$ cat config.mk
export PLATFORM = sky130hd
export DESIGN_NAME = sbc_commutator
export DESIGN_NICKNAME = d
export VERILOG_FILES = /design/src/sbc_pkg.sv /design/src/sbc_commutator.sv /design/src/sbc_ramp.sv
export SDC_FILE = /design/constraint.sdc
export NUM_CORES = 1
export LEC_CHECK = 0
export ABC_AREA = 1
export BUFFER_PORTS_ARGS = -buffer_cell sky130_fd_sc_hd__buf_4
export CORE_MARGIN = 3
export CORE_UTILIZATION = 40
export DETAILED_ROUTE_END_ITERATION = 10
export PLACE_DENSITY = 0.64
export SYNTH_ARGS = -nofsm -noshare
export SYNTH_HDL_FRONTEND = slang
export SYNTH_SLANG_ARGS = --single-unit
$ cat constraint.sdc
create_clock -name clock -period 4.8 [get_ports clock]
set_clock_uncertainty 0.05 [all_clocks]
set_input_delay 0.96 -clock clock [delete_from_list [all_inputs] [get_ports clock]]
set_output_delay 0.96 -clock clock [all_outputs]
set_load 0.02 [all_outputs]
$ cat src/sbc_pkg.sv
package sbc_pkg;
  // timing and scaling
  localparam int unsigned CLK_FREQ_HZ   = 25_000_000;
  localparam int unsigned CLK_PERIOD_NS = 1_000_000_000 / CLK_FREQ_HZ;
  // nV gained per clock by 0.1 uA into 1 nF
  localparam int unsigned NV_PER_TENTH_UA_NF = 100 * CLK_PERIOD_NS;

  // start oscillator period, seconds per microfarad
  localparam real START_PERIOD_S_PER_UF = 2.15;

  // ramp currents in tenths of a microampere
  localparam int unsigned ST_TENTH_UA      = 20;
  localparam int unsigned TI_FAST_TENTH_UA = 570;
  localparam int unsigned TI_SLOW_TENTH_UA = 50;
  localparam int unsigned TI_SINK_TENTH_UA = 280;
  localparam int unsigned CD_UP_TENTH_UA   = 81;
  localparam int unsigned CD_DN_TENTH_UA   = 162;
  localparam int unsigned DC_TENTH_UA      = 155;

  // thresholds in nanovolts
  localparam logic [31:0] ST_LOW_NV  = 32'h02FA_F080; // 0.05 V
  localparam logic [31:0] ST_HIGH_NV = 32'h8321_5600; // 2.2 V
  localparam logic [31:0] TI_LOW_NV  = 32'h02FA_F080; // 0.05 V
  localparam logic [31:0] TI_MID_NV  = 32'h11E1_A300; // 0.30 V
  localparam logic [31:0] TI_HIGH_NV = 32'h8321_5600; // 2.20 V
  localparam logic [31:0] CD_LOW_NV  = 32'h35A4_E900; // 0.9 V
  localparam logic [31:0] CD_HIGH_NV = 32'h8321_5600; // 2.2 V

  // reset values
  localparam logic       TACHO_RESET  = 1'b0;
  localparam logic       PARITY_RESET = 1'b0;

  typedef enum logic [2:0] {
    STEP1, STEP2, STEP3, STEP4, STEP5, STEP6
  } sbc_step_t;

  typedef enum logic [1:0] {
    CY_BLANK, CY_WATCH, CY_DELAY, CY_IDLE
  } sbc_cycle_t;
endpackage

$ cat src/sbc_commutator.sv
`timescale 1ns/1ps
// How it works
// - each step drives two phases, one high and one low, the third floats.
// - steps run Z,L,H / H,L,Z / H,Z,L / Z,H,L / L,H,Z / L,Z,H then wrap.
// - only the floating phase's comparator is enabled and used.
// - a zero-crossing starts the adaptive delay; its end advances the step.
// - the open-collector tacho runs at half the commutation rate.
// - without zero-crossings the start oscillator issues step pulses.
// - every commutation restarts the start oscillator's period.
// - the start ramp rises then falls between its thresholds each period.
// - the delay accumulator charges all period, paused during flyback.
// - next period it discharges at twice the rate; floor ends the delay.
// - the delay accumulator is clamped between 0.9 and 2.2 V.
// - a second accumulator repeats the delay at equal 15.5 rates.
// - the timing ramp goes fast to 0.30, slow to 2.20, down at 28.
// - the slow ramp runs on wrong EMF polarity, and in blanking while flyback outlasts the fast ramp; top is a timeout.
// - the tacho inverts on each detected zero-crossing.
module sbc_commutator #(
  parameter int unsigned START_OSC_TIMER_NF = 220,
  parameter int unsigned STEP_WATCHDOG_TIMER_NF = 10,
  parameter int unsigned DELAY_ACCUMULATOR_NF = 18,
  parameter int unsigned DELAY_REPEAT_ACCUMULATOR_NF = 18
) (
  input  wire logic clock,
  input  wire logic rst,
  input  wire logic emfCmpA,
  input  wire logic emfCmpB,
  input  wire logic emfCmpC,
  input  wire logic flybackPulse,
  output logic      phaseOutA,
  output logic      phaseOeA,
  output logic      phaseOutB,
  output logic      phaseOeB,
  output logic      phaseOutC,
  output logic      phaseOeC,
  output logic      emfEnA,
  output logic      emfEnB,
  output logic      emfEnC,
  output logic      tachoOut,
  output logic      tachoOe,
  output logic      commPulse,
  output logic      watchdogTimeout
);
  import sbc_pkg::*;

  // step sizes per clock, nV
  localparam logic [31:0] ST_STEP =
    32'(ST_TENTH_UA * NV_PER_TENTH_UA_NF / START_OSC_TIMER_NF);
  localparam logic [31:0] TI_FAST =
    32'(TI_FAST_TENTH_UA * NV_PER_TENTH_UA_NF / STEP_WATCHDOG_TIMER_NF);
  localparam logic [31:0] TI_SLOW =
    32'(TI_SLOW_TENTH_UA * NV_PER_TENTH_UA_NF / STEP_WATCHDOG_TIMER_NF);
  localparam logic [31:0] TI_SINK =
    32'(TI_SINK_TENTH_UA * NV_PER_TENTH_UA_NF / STEP_WATCHDOG_TIMER_NF);
  localparam logic [31:0] CD_UP =
    32'(CD_UP_TENTH_UA * NV_PER_TENTH_UA_NF / DELAY_ACCUMULATOR_NF);
  localparam logic [31:0] CD_DN =
    32'(CD_DN_TENTH_UA * NV_PER_TENTH_UA_NF / DELAY_ACCUMULATOR_NF);
  localparam logic [31:0] DC_STEP =
    32'(DC_TENTH_UA * NV_PER_TENTH_UA_NF / DELAY_REPEAT_ACCUMULATOR_NF);

  sbc_step_t  step_ff;
  sbc_step_t  nxt_step;
  sbc_cycle_t cycle_ff;
  logic       parity_ff;
  logic       tacho_ff;
  logic       stRising_ff;
  logic [2:0] drvHigh;
  logic [2:0] drvOe;
  logic       expectPol;
  logic       selEmf;
  logic       emfRight;
  logic       zcEvent;
  logic       delayDone;
  logic       startPulse;
  logic [31:0] stLevel, tiLevel, cdLevel;
  logic       stFloor, stCeil, tiCeil, cdFloor, cdCeil;
  logic       dcFloor;
  logic       inDelay;

  ////////////////////////////////////////////////////////////////////
  // output stage decode
  always_comb begin
    drvHigh   = 3'h0;
    drvOe     = 3'h0;
    expectPol = 1'b0;
    case (step_ff)
      STEP1: begin drvOe = 3'h6; drvHigh = 3'h4; expectPol = 1'b1; end
      STEP2: begin drvOe = 3'h3; drvHigh = 3'h1; expectPol = 1'b0; end
      STEP3: begin drvOe = 3'h5; drvHigh = 3'h1; expectPol = 1'b1; end
      STEP4: begin drvOe = 3'h6; drvHigh = 3'h2; expectPol = 1'b0; end
      STEP5: begin drvOe = 3'h3; drvHigh = 3'h2; expectPol = 1'b1; end
      STEP6: begin drvOe = 3'h5; drvHigh = 3'h4; expectPol = 1'b0; end
      default: begin drvOe = 3'h0; drvHigh = 3'h0; expectPol = 1'b0; end
    endcase
  end

  // bit 0 is phase A, bit 2 phase C
  assign phaseOeA  = drvOe[0];
  assign phaseOeB  = drvOe[1];
  assign phaseOeC  = drvOe[2];
  assign phaseOutA = drvHigh[0];
  assign phaseOutB = drvHigh[1];
  assign phaseOutC = drvHigh[2];

  // the floating phase owns the comparator
  assign emfEnA = ~drvOe[0];
  assign emfEnB = ~drvOe[1];
  assign emfEnC = ~drvOe[2];
  assign selEmf = (emfEnA & emfCmpA) | (emfEnB & emfCmpB)
                | (emfEnC & emfCmpC);
  assign emfRight = (selEmf == expectPol);

  ////////////////////////////////////////////////////////////////////
  // step sequencer
  always_comb begin
    case (step_ff)
      STEP1:   nxt_step = STEP2;
      STEP2:   nxt_step = STEP3;
      STEP3:   nxt_step = STEP4;
      STEP4:   nxt_step = STEP5;
      STEP5:   nxt_step = STEP6;
      STEP6:   nxt_step = STEP1;
      default: nxt_step = STEP1;
    endcase
  end

  assign inDelay   = (cycle_ff == CY_DELAY);
  assign delayDone = inDelay && (parity_ff ? cdFloor : dcFloor);
  assign commPulse = delayDone | startPulse;

  always_ff @(posedge clock) begin
    if (rst) begin
      step_ff <= STEP1;
    end else if (commPulse) begin
      step_ff <= nxt_step;
    end
  end

  // delay roles swap every period
  always_ff @(posedge clock) begin
    if (rst) begin
      parity_ff <= PARITY_RESET;
    end else if (commPulse) begin
      parity_ff <= ~parity_ff;
    end
  end

  ////////////////////////////////////////////////////////////////////
  // period phases: blanking, watch for crossing, delay, idle
  assign zcEvent = (cycle_ff == CY_WATCH) && emfRight && !flybackPulse;
  assign watchdogTimeout = (cycle_ff == CY_WATCH) && !emfRight
                         && tiCeil;

  always_ff @(posedge clock) begin
    if (rst) begin
      cycle_ff <= CY_BLANK;
    end else if (commPulse) begin
      cycle_ff <= CY_BLANK;
    end else begin
      case (cycle_ff)
        CY_BLANK: begin
          // diode pulse must be gone before the crossing is trusted
          if (tiLevel >= TI_MID_NV && !flybackPulse) begin
            cycle_ff <= CY_WATCH;
          end
        end
        CY_WATCH: begin
          if (zcEvent) begin
            cycle_ff <= CY_DELAY;
          end else if (watchdogTimeout) begin
            cycle_ff <= CY_IDLE;
          end
        end
        CY_DELAY: cycle_ff <= CY_DELAY;
        CY_IDLE:  cycle_ff <= CY_IDLE;
        default:  cycle_ff <= CY_BLANK;
      endcase
    end
  end

  // open collector: pin pulled low while the level is low
  always_ff @(posedge clock) begin
    if (rst) begin
      tacho_ff <= TACHO_RESET;
    end else if (zcEvent) begin
      tacho_ff <= ~tacho_ff;
    end
  end
  assign tachoOut = 1'b0;
  assign tachoOe  = ~tacho_ff;

  ////////////////////////////////////////////////////////////////////
  // start oscillator
  always_ff @(posedge clock) begin
    if (rst) begin
      stRising_ff <= 1'b1;
    end else if (commPulse) begin
      stRising_ff <= 1'b1;
    end else if (stRising_ff && stCeil) begin
      stRising_ff <= 1'b0;
    end
  end
  // limitation: also fires after a watchdog timeout, which is intended
  assign startPulse = !stRising_ff && stFloor;

  sbc_ramp uStartOsc (
    .clock    (clock),
    .rst      (rst),
    .clear    (commPulse),
    .upEn     (stRising_ff),
    .dnEn     (!stRising_ff),
    .upStep   (ST_STEP),
    .dnStep   (ST_STEP),
    .floorVal (ST_LOW_NV),
    .ceilVal  (ST_HIGH_NV),
    .level    (stLevel),
    .atFloor  (stFloor),
    .atCeil   (stCeil)
  );

  sbc_ramp uStepWatchdog (
    .clock    (clock),
    .rst      (rst),
    .clear    (commPulse),
    .upEn     ((cycle_ff == CY_BLANK) ||
               ((cycle_ff == CY_WATCH) && !emfRight)),
    .dnEn     (inDelay || (cycle_ff == CY_IDLE)),
    .upStep   ((tiLevel < TI_MID_NV) ? TI_FAST : TI_SLOW),
    .dnStep   (TI_SINK),
    .floorVal (TI_LOW_NV),
    .ceilVal  (TI_HIGH_NV),
    .level    (tiLevel),
    .atFloor  (),
    .atCeil   (tiCeil)
  );

  sbc_ramp uDelayAcc (
    .clock    (clock),
    .rst      (rst),
    .clear    (1'b0),
    .upEn     (!parity_ff && !flybackPulse),
    .dnEn     (parity_ff && inDelay),
    .upStep   (CD_UP),
    .dnStep   (CD_DN),
    .floorVal (CD_LOW_NV),
    .ceilVal  (CD_HIGH_NV),
    .level    (cdLevel),
    .atFloor  (cdFloor),
    .atCeil   (cdCeil)
  );

  // learns the delay while the main one plays it, then replays it
  sbc_ramp uDelayRepeat (
    .clock    (clock),
    .rst      (rst),
    .clear    (1'b0),
    .upEn     (parity_ff && inDelay),
    .dnEn     (!parity_ff && inDelay),
    .upStep   (DC_STEP),
    .dnStep   (DC_STEP),
    .floorVal (CD_LOW_NV),
    .ceilVal  (CD_HIGH_NV),
    .level    (),
    .atFloor  (dcFloor),
    .atCeil   ()
  );
endmodule // sbc_commutator

$ cat src/sbc_ramp.sv
`timescale 1ns/1ps
module sbc_ramp (
  input  wire logic        clock,
  input  wire logic        rst,
  input  wire logic        clear,
  input  wire logic        upEn,
  input  wire logic        dnEn,
  input  wire logic [31:0] upStep,
  input  wire logic [31:0] dnStep,
  input  wire logic [31:0] floorVal,
  input  wire logic [31:0] ceilVal,
  output logic      [31:0] level,
  output logic             atFloor,
  output logic             atCeil
);
  logic [31:0] level_ff;
  logic [32:0] upSum;
  logic [32:0] dnSum;
  logic [31:0] nxt_level;

  assign upSum = {1'b0, level_ff} + {1'b0, upStep};
  assign dnSum = {1'b0, level_ff} - {1'b0, dnStep};

  // saturating at both ends, like a capacitor clamped by its comparators
  always_comb begin
    nxt_level = level_ff;
    if (clear) begin
      nxt_level = floorVal;
    end else if (upEn) begin
      nxt_level = (upSum >= {1'b0, ceilVal}) ? ceilVal : upSum[31:0];
    end else if (dnEn) begin
      nxt_level = (dnSum[32] || dnSum[31:0] <= floorVal) ? floorVal
                                                          : dnSum[31:0];
    end
  end

  always_ff @(posedge clock) begin
    if (rst) begin
      // start on the clamp floor so the level is in range from reset on
      level_ff <= floorVal;
    end else begin
      level_ff <= nxt_level;
    end
  end

  assign level   = level_ff;
  assign atFloor = (level_ff <= floorVal);
  assign atCeil  = (level_ff >= ceilVal);
endmodule // sbc_ramp
Word-level counts from Yosys, hierarchy flattened

Cells that the tools add are included.

$add $sub $neg: 8
Order comparisons: 15
Equal/unequal tests: 11
Mux-type cells: 25
Bitwise operators: 11
Reduce and logical (&&, ||, !) cells: 35

Operators with widths:

| cell                                                         | number |
|---|---|
| two-way mux 32 bit                                           | 15 |
| >= comparator 33 x 32 -> 1 bit, second input constant        | 4 |
| <= comparator 32 x 30 -> 1 bit, second input constant        | 4 |
| <= comparator 32 x 26 -> 1 bit, second input constant        | 3 |
| subtractor 32 x 16 -> 33 bit, second input constant          | 2 |
| >= comparator 32 bit, second input constant                  | 2 |
| adder 32 x 15 -> 33 bit, second input constant               | 1 |
| adder 32 x 16 -> 33 bit, second input constant               | 1 |
| adder 32 x 18 -> 33 bit                                      | 1 |
| adder 32 x 9 -> 33 bit, second input constant                | 1 |
| subtractor 32 x 17 -> 33 bit, second input constant          | 1 |
| subtractor 32 x 9 -> 33 bit, second input constant           | 1 |
| >= comparator 32 x 29 -> 1 bit, second input constant        | 1 |
| less-than comparator 32 x 29 -> 1 bit, second input constant | 1 |
| two-way mux 18 bit                                           | 1 |
| case mux 3 bit (3 select lines)                              | 2 |
| case mux 3 bit (5 select lines)                              | 1 |
| OR reduction 2 bit                                           | 7 |
| logical AND 1 bit                                            | 11 |
| case mux 2 bit (4 select lines)                              | 1 |
| equality test 3 x 2 -> 1 bit, second input constant          | 2 |
| equality test 3 bit, second input constant                   | 2 |
| logical OR 1 bit                                             | 6 |
| two-way mux 2 bit                                            | 3 |
| 16 further kinds                                             | 31 |

Bits in registers: 136
Input port bits: 6
Output and inout bits: 13
Logic and storage cells: 114

Logic depth before layout (Yosys ltp)

Word-level depth: 14
Gate-level depth with buffers: 33
Depth with buffers taken out: 31

Hierarchy

Synthesis repeated with hierarchy kept, for this count alone.

Cell total of the unflattened synthesis: 6,570
Area, all modules: 39,761.9 sq um

By module, submodules not included:

| module                    | instances | cells an instance | area each (sq um) | seq. area each (sq um) |
|---|---|---|---|---|
| sbc_ramp at uStepWatchdog | 1         | 1,728             | 10,034.6          | 960.9 |
| sbc_ramp at uDelayRepeat  | 1         | 1,576             | 9,713.1           | 960.9 |
| sbc_ramp at uStartOsc     | 1         | 1,575             | 9,681.8           | 960.9 |
| sbc_ramp at uDelayAcc     | 1         | 1,562             | 9,594.2           | 960.9 |
| sbc_commutator            | 1         | 129               | 738.2             | 160.2 |

Worst setup path after synthesis

OpenSTA, ideal clock, no wires.

Path kind: register to register
Start point: reg uStepWatchdog.level_ff[11] (netlist: uStepWatchdog.level[11])
End point: reg uStepWatchdog.level_ff[21] (netlist: uStepWatchdog.level[21])
Setup time: 0.117 ns
Arrival time: 3.382 ns
Setup slack: 1.251 ns
Stages on the path, launching flop included: 32
Path buffers: 3
Cell sequence: dfxtp_1 buf_4 inv_2 buf_6 nand3_1 nand4_1 nand2_1 o21ai_0 a21boi_0 o21ai_0 and2_1 inv_1 ha_1 a21oi_1 nand2_1 inv_1 nand2_1 nand3_1 nand2_1 nand2_1 nand2_1 nor2_1 nand2_1 nand2_1 nand2_1 inv_2 nand2_2 nor2_4 buf_6 nand3_1 nand3_1 nand2_1

Cells in the longest elaborated chain, start to end: 6
Elaborated cells on any way between the ends: 11
Classes of those cells: 2 x add/sub; 3 x order compare; 5 x mux; 1 x reduce/logical

RTL lines:

| element                                                                                      | RTL line                              | RTL |
|---|---|---|
| start: declaration                                                                           | sbc_ramp.sv:16                        | `logic [31:0] level_ff;` |
| start signal: assignment                                                                     | sbc_ramp.sv:40                        | `level_ff <= floorVal;` |
| start signal: assignment                                                                     | sbc_ramp.sv:42                        | `level_ff <= nxt_level;` |
| less-than comparator 32 x 29 -> 1 bit / subtractor 32 x 17 -> 33 bit (equally long branches) | sbc_commutator.sv:229, sbc_ramp.sv:22 |  |
| two-way mux 18 bit / <= comparator 32 x 26 -> 1 bit (equally long branches)                  | sbc_commutator.sv:229, sbc_ramp.sv:32 |  |
| adder 32 x 18 -> 33 bit / logical OR 1 bit (equally long branches)                           | sbc_ramp.sv:21, sbc_ramp.sv:32        |  |
| >= comparator 33 x 32 -> 1 bit / two-way mux 32 bit (equally long branches)                  | sbc_ramp.sv:30, sbc_ramp.sv:32        |  |
| two-way mux 32 bit (on tied branches)                                                        | sbc_ramp.sv:30, sbc_ramp.sv:31        |  |
| two-way mux 32 bit *                                                                         | sbc_ramp.sv:29                        | `end else if (upEn) begin` |

Mark *: on every way between the ends. The rest lies on a longest branch, timed or not. The select of a mux whose other input is x is not followed.
A chain may end at the register's enable or synchronous reset.

Final worst setup path

Start point: reg uStepWatchdog.level_ff[12] (netlist: uStepWatchdog.level[12])
End point: reg uStepWatchdog.level_ff[18] (netlist: uStepWatchdog.level[18])

The elaborated chain is that of the path after synthesis.

==> flow_summary.yaml <==
setup_path:
  worst_ep_required_time_ns: 5.10
  cpMaxStageDelayCell: "dfxtp_1"
  max_stage_delay_ns: 0.54
  crit_buf_inv: 5
  path_common_cell: "nand2_1"
  path_class: "reg2reg"
  end_kind: "flip-flop"
  worst_setup_path_start_kind: "flip-flop"
  cp.arrival_ns: 4.49
  worstPathMaxFanout: 12
  cp_top_family: "simple AND/OR/NAND/NOR gates"
final_layout:
  final_common_cell: "nand2_1"
  final_cell_mix: "nand2_1 (949), nand3_1 (406), nor2_1 (355)"
  finish.utilization_pct: 43.2
  final_nets: 3028
  area_growth_pct: 5.52
  fillCellCount: 4378
  n_antenna_cell: 0
  drive_above_1_share_pct: 7.70
power:
  irDropWorstVdd_uv: 289
  p_leak_nw: 8.81
  p_per_area_nw_per_um2: 297
  p_total_mw: 5.14
sta:
  setup_ws_ns: 0.612
  worst_pin_slew_ns: 1.11
  rsz0062_at_grt: "no"
  relSlewSlack_pct: 25.8
  finalSetupViolations: 0
  min_period_ns: 4.19
  timing.setup.tns_ns: 0
  max_freq_mhz: 239
  fin_crit_sh_pct: 87.2
  report.final.slew_viol_count: 0
  hold_viol: 0
synthesis:
  ys_seq_area_share_pct: 15.2
  yosysUniqueCellTypes: 62
  async_flop_share_pct: 0
  ys_ff_latch: 125
  synth_flop_cell: "dfxtp_1"
  synth_area_um2: 16400
  synth_warnings: 0
  synth_nets: 3087
  syn-instance-count: 3060
  synth_edf_count: 0
  avgSynthCellArea_um2: 5.37
cts:
  path_clk_slew_ns: 0.06
  cts_tree: "yes"
  cts_buffers: 17
  htreeDepth: 4
  cts.sinks: 125
  cts_max_path_buffers: 2
  cts_root_buffer: "clkbuf_16"
  insertion_delay_ns: 0.46
  cts-hold-fix-buffers: 0
floorplanning:
  ios: 19
  start_util_pct: 40.9
  fp.dieW_um: 209
  dieHeight_um: 209
  die-area_um2: 43500
  rows: 73
  core-area_um2: 40100
global_routing:
  antenna_found_initial: 0
  grt_pass1_wl_um: 97400
  grt_pass1_vias: 17880
  grt_use_total_pct: 27.2
  overflow: 0
  grt_max_degree: 38
place:
  dpl.hpwl_um: 45700
  dp_slack_ns: 0.402
  gp_congestion: 1.04
  numPortBuffers: 17
hold_path:
  hp-class: "reg2reg"
drt:
  viasPerCell: 5.55
  drcViolationCount: 0
  routed_wl_um: 60200
  vias: 19627
  drt_iter0_markers: 2299
  wire_per_inst_um: 17.0
  ant_nets: 0
  dr.pass1.iters: 6
run:
  cap_violations: 0
outcome:
  status: "finished clean"
==> cell families after synthesis <==
kind of cell    synth area share (%)
fa+ha+maj                       1.60
compound gates                  8.57
flops                           15.2
simple gates                    55.9
xor+xnor                        4.95
buf+inv                         13.7
other cells                   0.0228
==> area by class of cell <==
class                   count  area (um2)  area share (%)
clock inverters            11         164           0.946
repair buffers             47         365            2.11
flip-flops and latches    125        2500            14.5
well taps                 525         657            3.79
multi-input cells        2414       11700            67.4
inverters                 396        1490            8.60
clock buffers              21         470            2.72
==> flip-flops by register name, summed over array words and instances, names as in the netlist <==
| name | count |
|---|---|
| uStepWatchdog.level | 27 |
| stRising_ff | 1 |
| uDelayAcc.level | 28 |
| uStartOsc.level | 32 |
| step_ff | 3 |
| parity_ff | 1 |
| uDelayRepeat.level | 30 |
| tacho_ff | 1 |
| cycle_ff | 2 |
==> worst reg2reg max path, delay by kind of cell (launching register included) <==
kind,cells,cell delay [ns]
fa+ha+maj,1,0.34
simple gates,18,2.08
buf+inv,5,0.44
flops,1,0.54
compound gates,4,0.65
==> metrics by stage <==
step | instance area [um2] | instances | hold slack, ns
after global routing | 17300 | 3539 | 0.441
after CTS | 17300 | 3536 | 0.424
after detailed placement | 16700 | 3504 | 0.411
final | 17300 | 3539 | 0.421
after global placement | 16700 | 3504 | 0.390
after floorplan | 16400 | 3060 | 0.372
==> Yosys cell counts (3+ instances only) <==
master	instances	area [um2]
nand2_1	949	3560
nand3_1	406	2030
nor2_1	358	1340
inv_1	352	1320
nand4_1	130	813
dfxtp_1	125	2500
a21oi_1	111	556
xor2_1	84	736
o21ai_0	80	400
nor3_1	55	275
buf_2	49	245
inv_2	37	139
nor2_2	29	181
clkbuf_1	28	105
buf_4	27	203
nand2_2	27	169
o21ai_1	27	135
nand3b_1	24	180
ha_1	21	263
buf_6	15	169
nor2_4	15	169
nand3_2	8	80.1
o21bai_1	8	60.1
xnor2_1	7	61.3
a21oi_2	6	52.6
nor4_1	6	37.5
clkinv_1	5	18.8
nand2_4	5	56.3
or2_2	5	31.3
a31oi_1	4	25.0
nor3_2	4	40.0
nor3b_1	4	30.0
o211ai_1	4	30.0
and2_1	3	18.8
clkbuf_2	3	15.0
==> where the power goes <==
| part | switching, mW | internal (mW) | leakage (nW) |
|---|---|---|---|
| clock network | 0.543 | 0.906 | 0.309 |
| registers | 0.247 | 1.15 | 1.02 |
| logic | 1.61 | 0.686 | 7.47 |
==> metal layers <==
metal | wire, um | part of all wire (%) | vias to the layer above | global-route usage, %
li1 | - | - | 9721 | -
met1 | 27300 | 45 | 8784 | 39.1
met2 | 25500 | 42 | 980 | 41.3
met3 | 5330 | 8.8 | 142 | 3.90
met4 | 2070 | 3.4 | 0 | 10.3
met5 | 0 | 0 | - | 0
==> worst paths after layout <==
kind	startpoint	end	slack (ns)	cells after the start
setup reg to reg	uStepWatchdog.level[12]	uStepWatchdog.level[18]	0.61	28
hold reg to reg	parity_ff	parity_ff	0.42	1
hold / removal	parity_ff	parity_ff	0.42	1
setup / recovery	uStepWatchdog.level[12]	uStepWatchdog.level[18]	0.61	28
==> repair_timing <==
action	CTS	global route
setup endpoints to repair	0	20
setup buffers	0	3
resized for setup	0	1
Power figures use the tool's default switching activity.
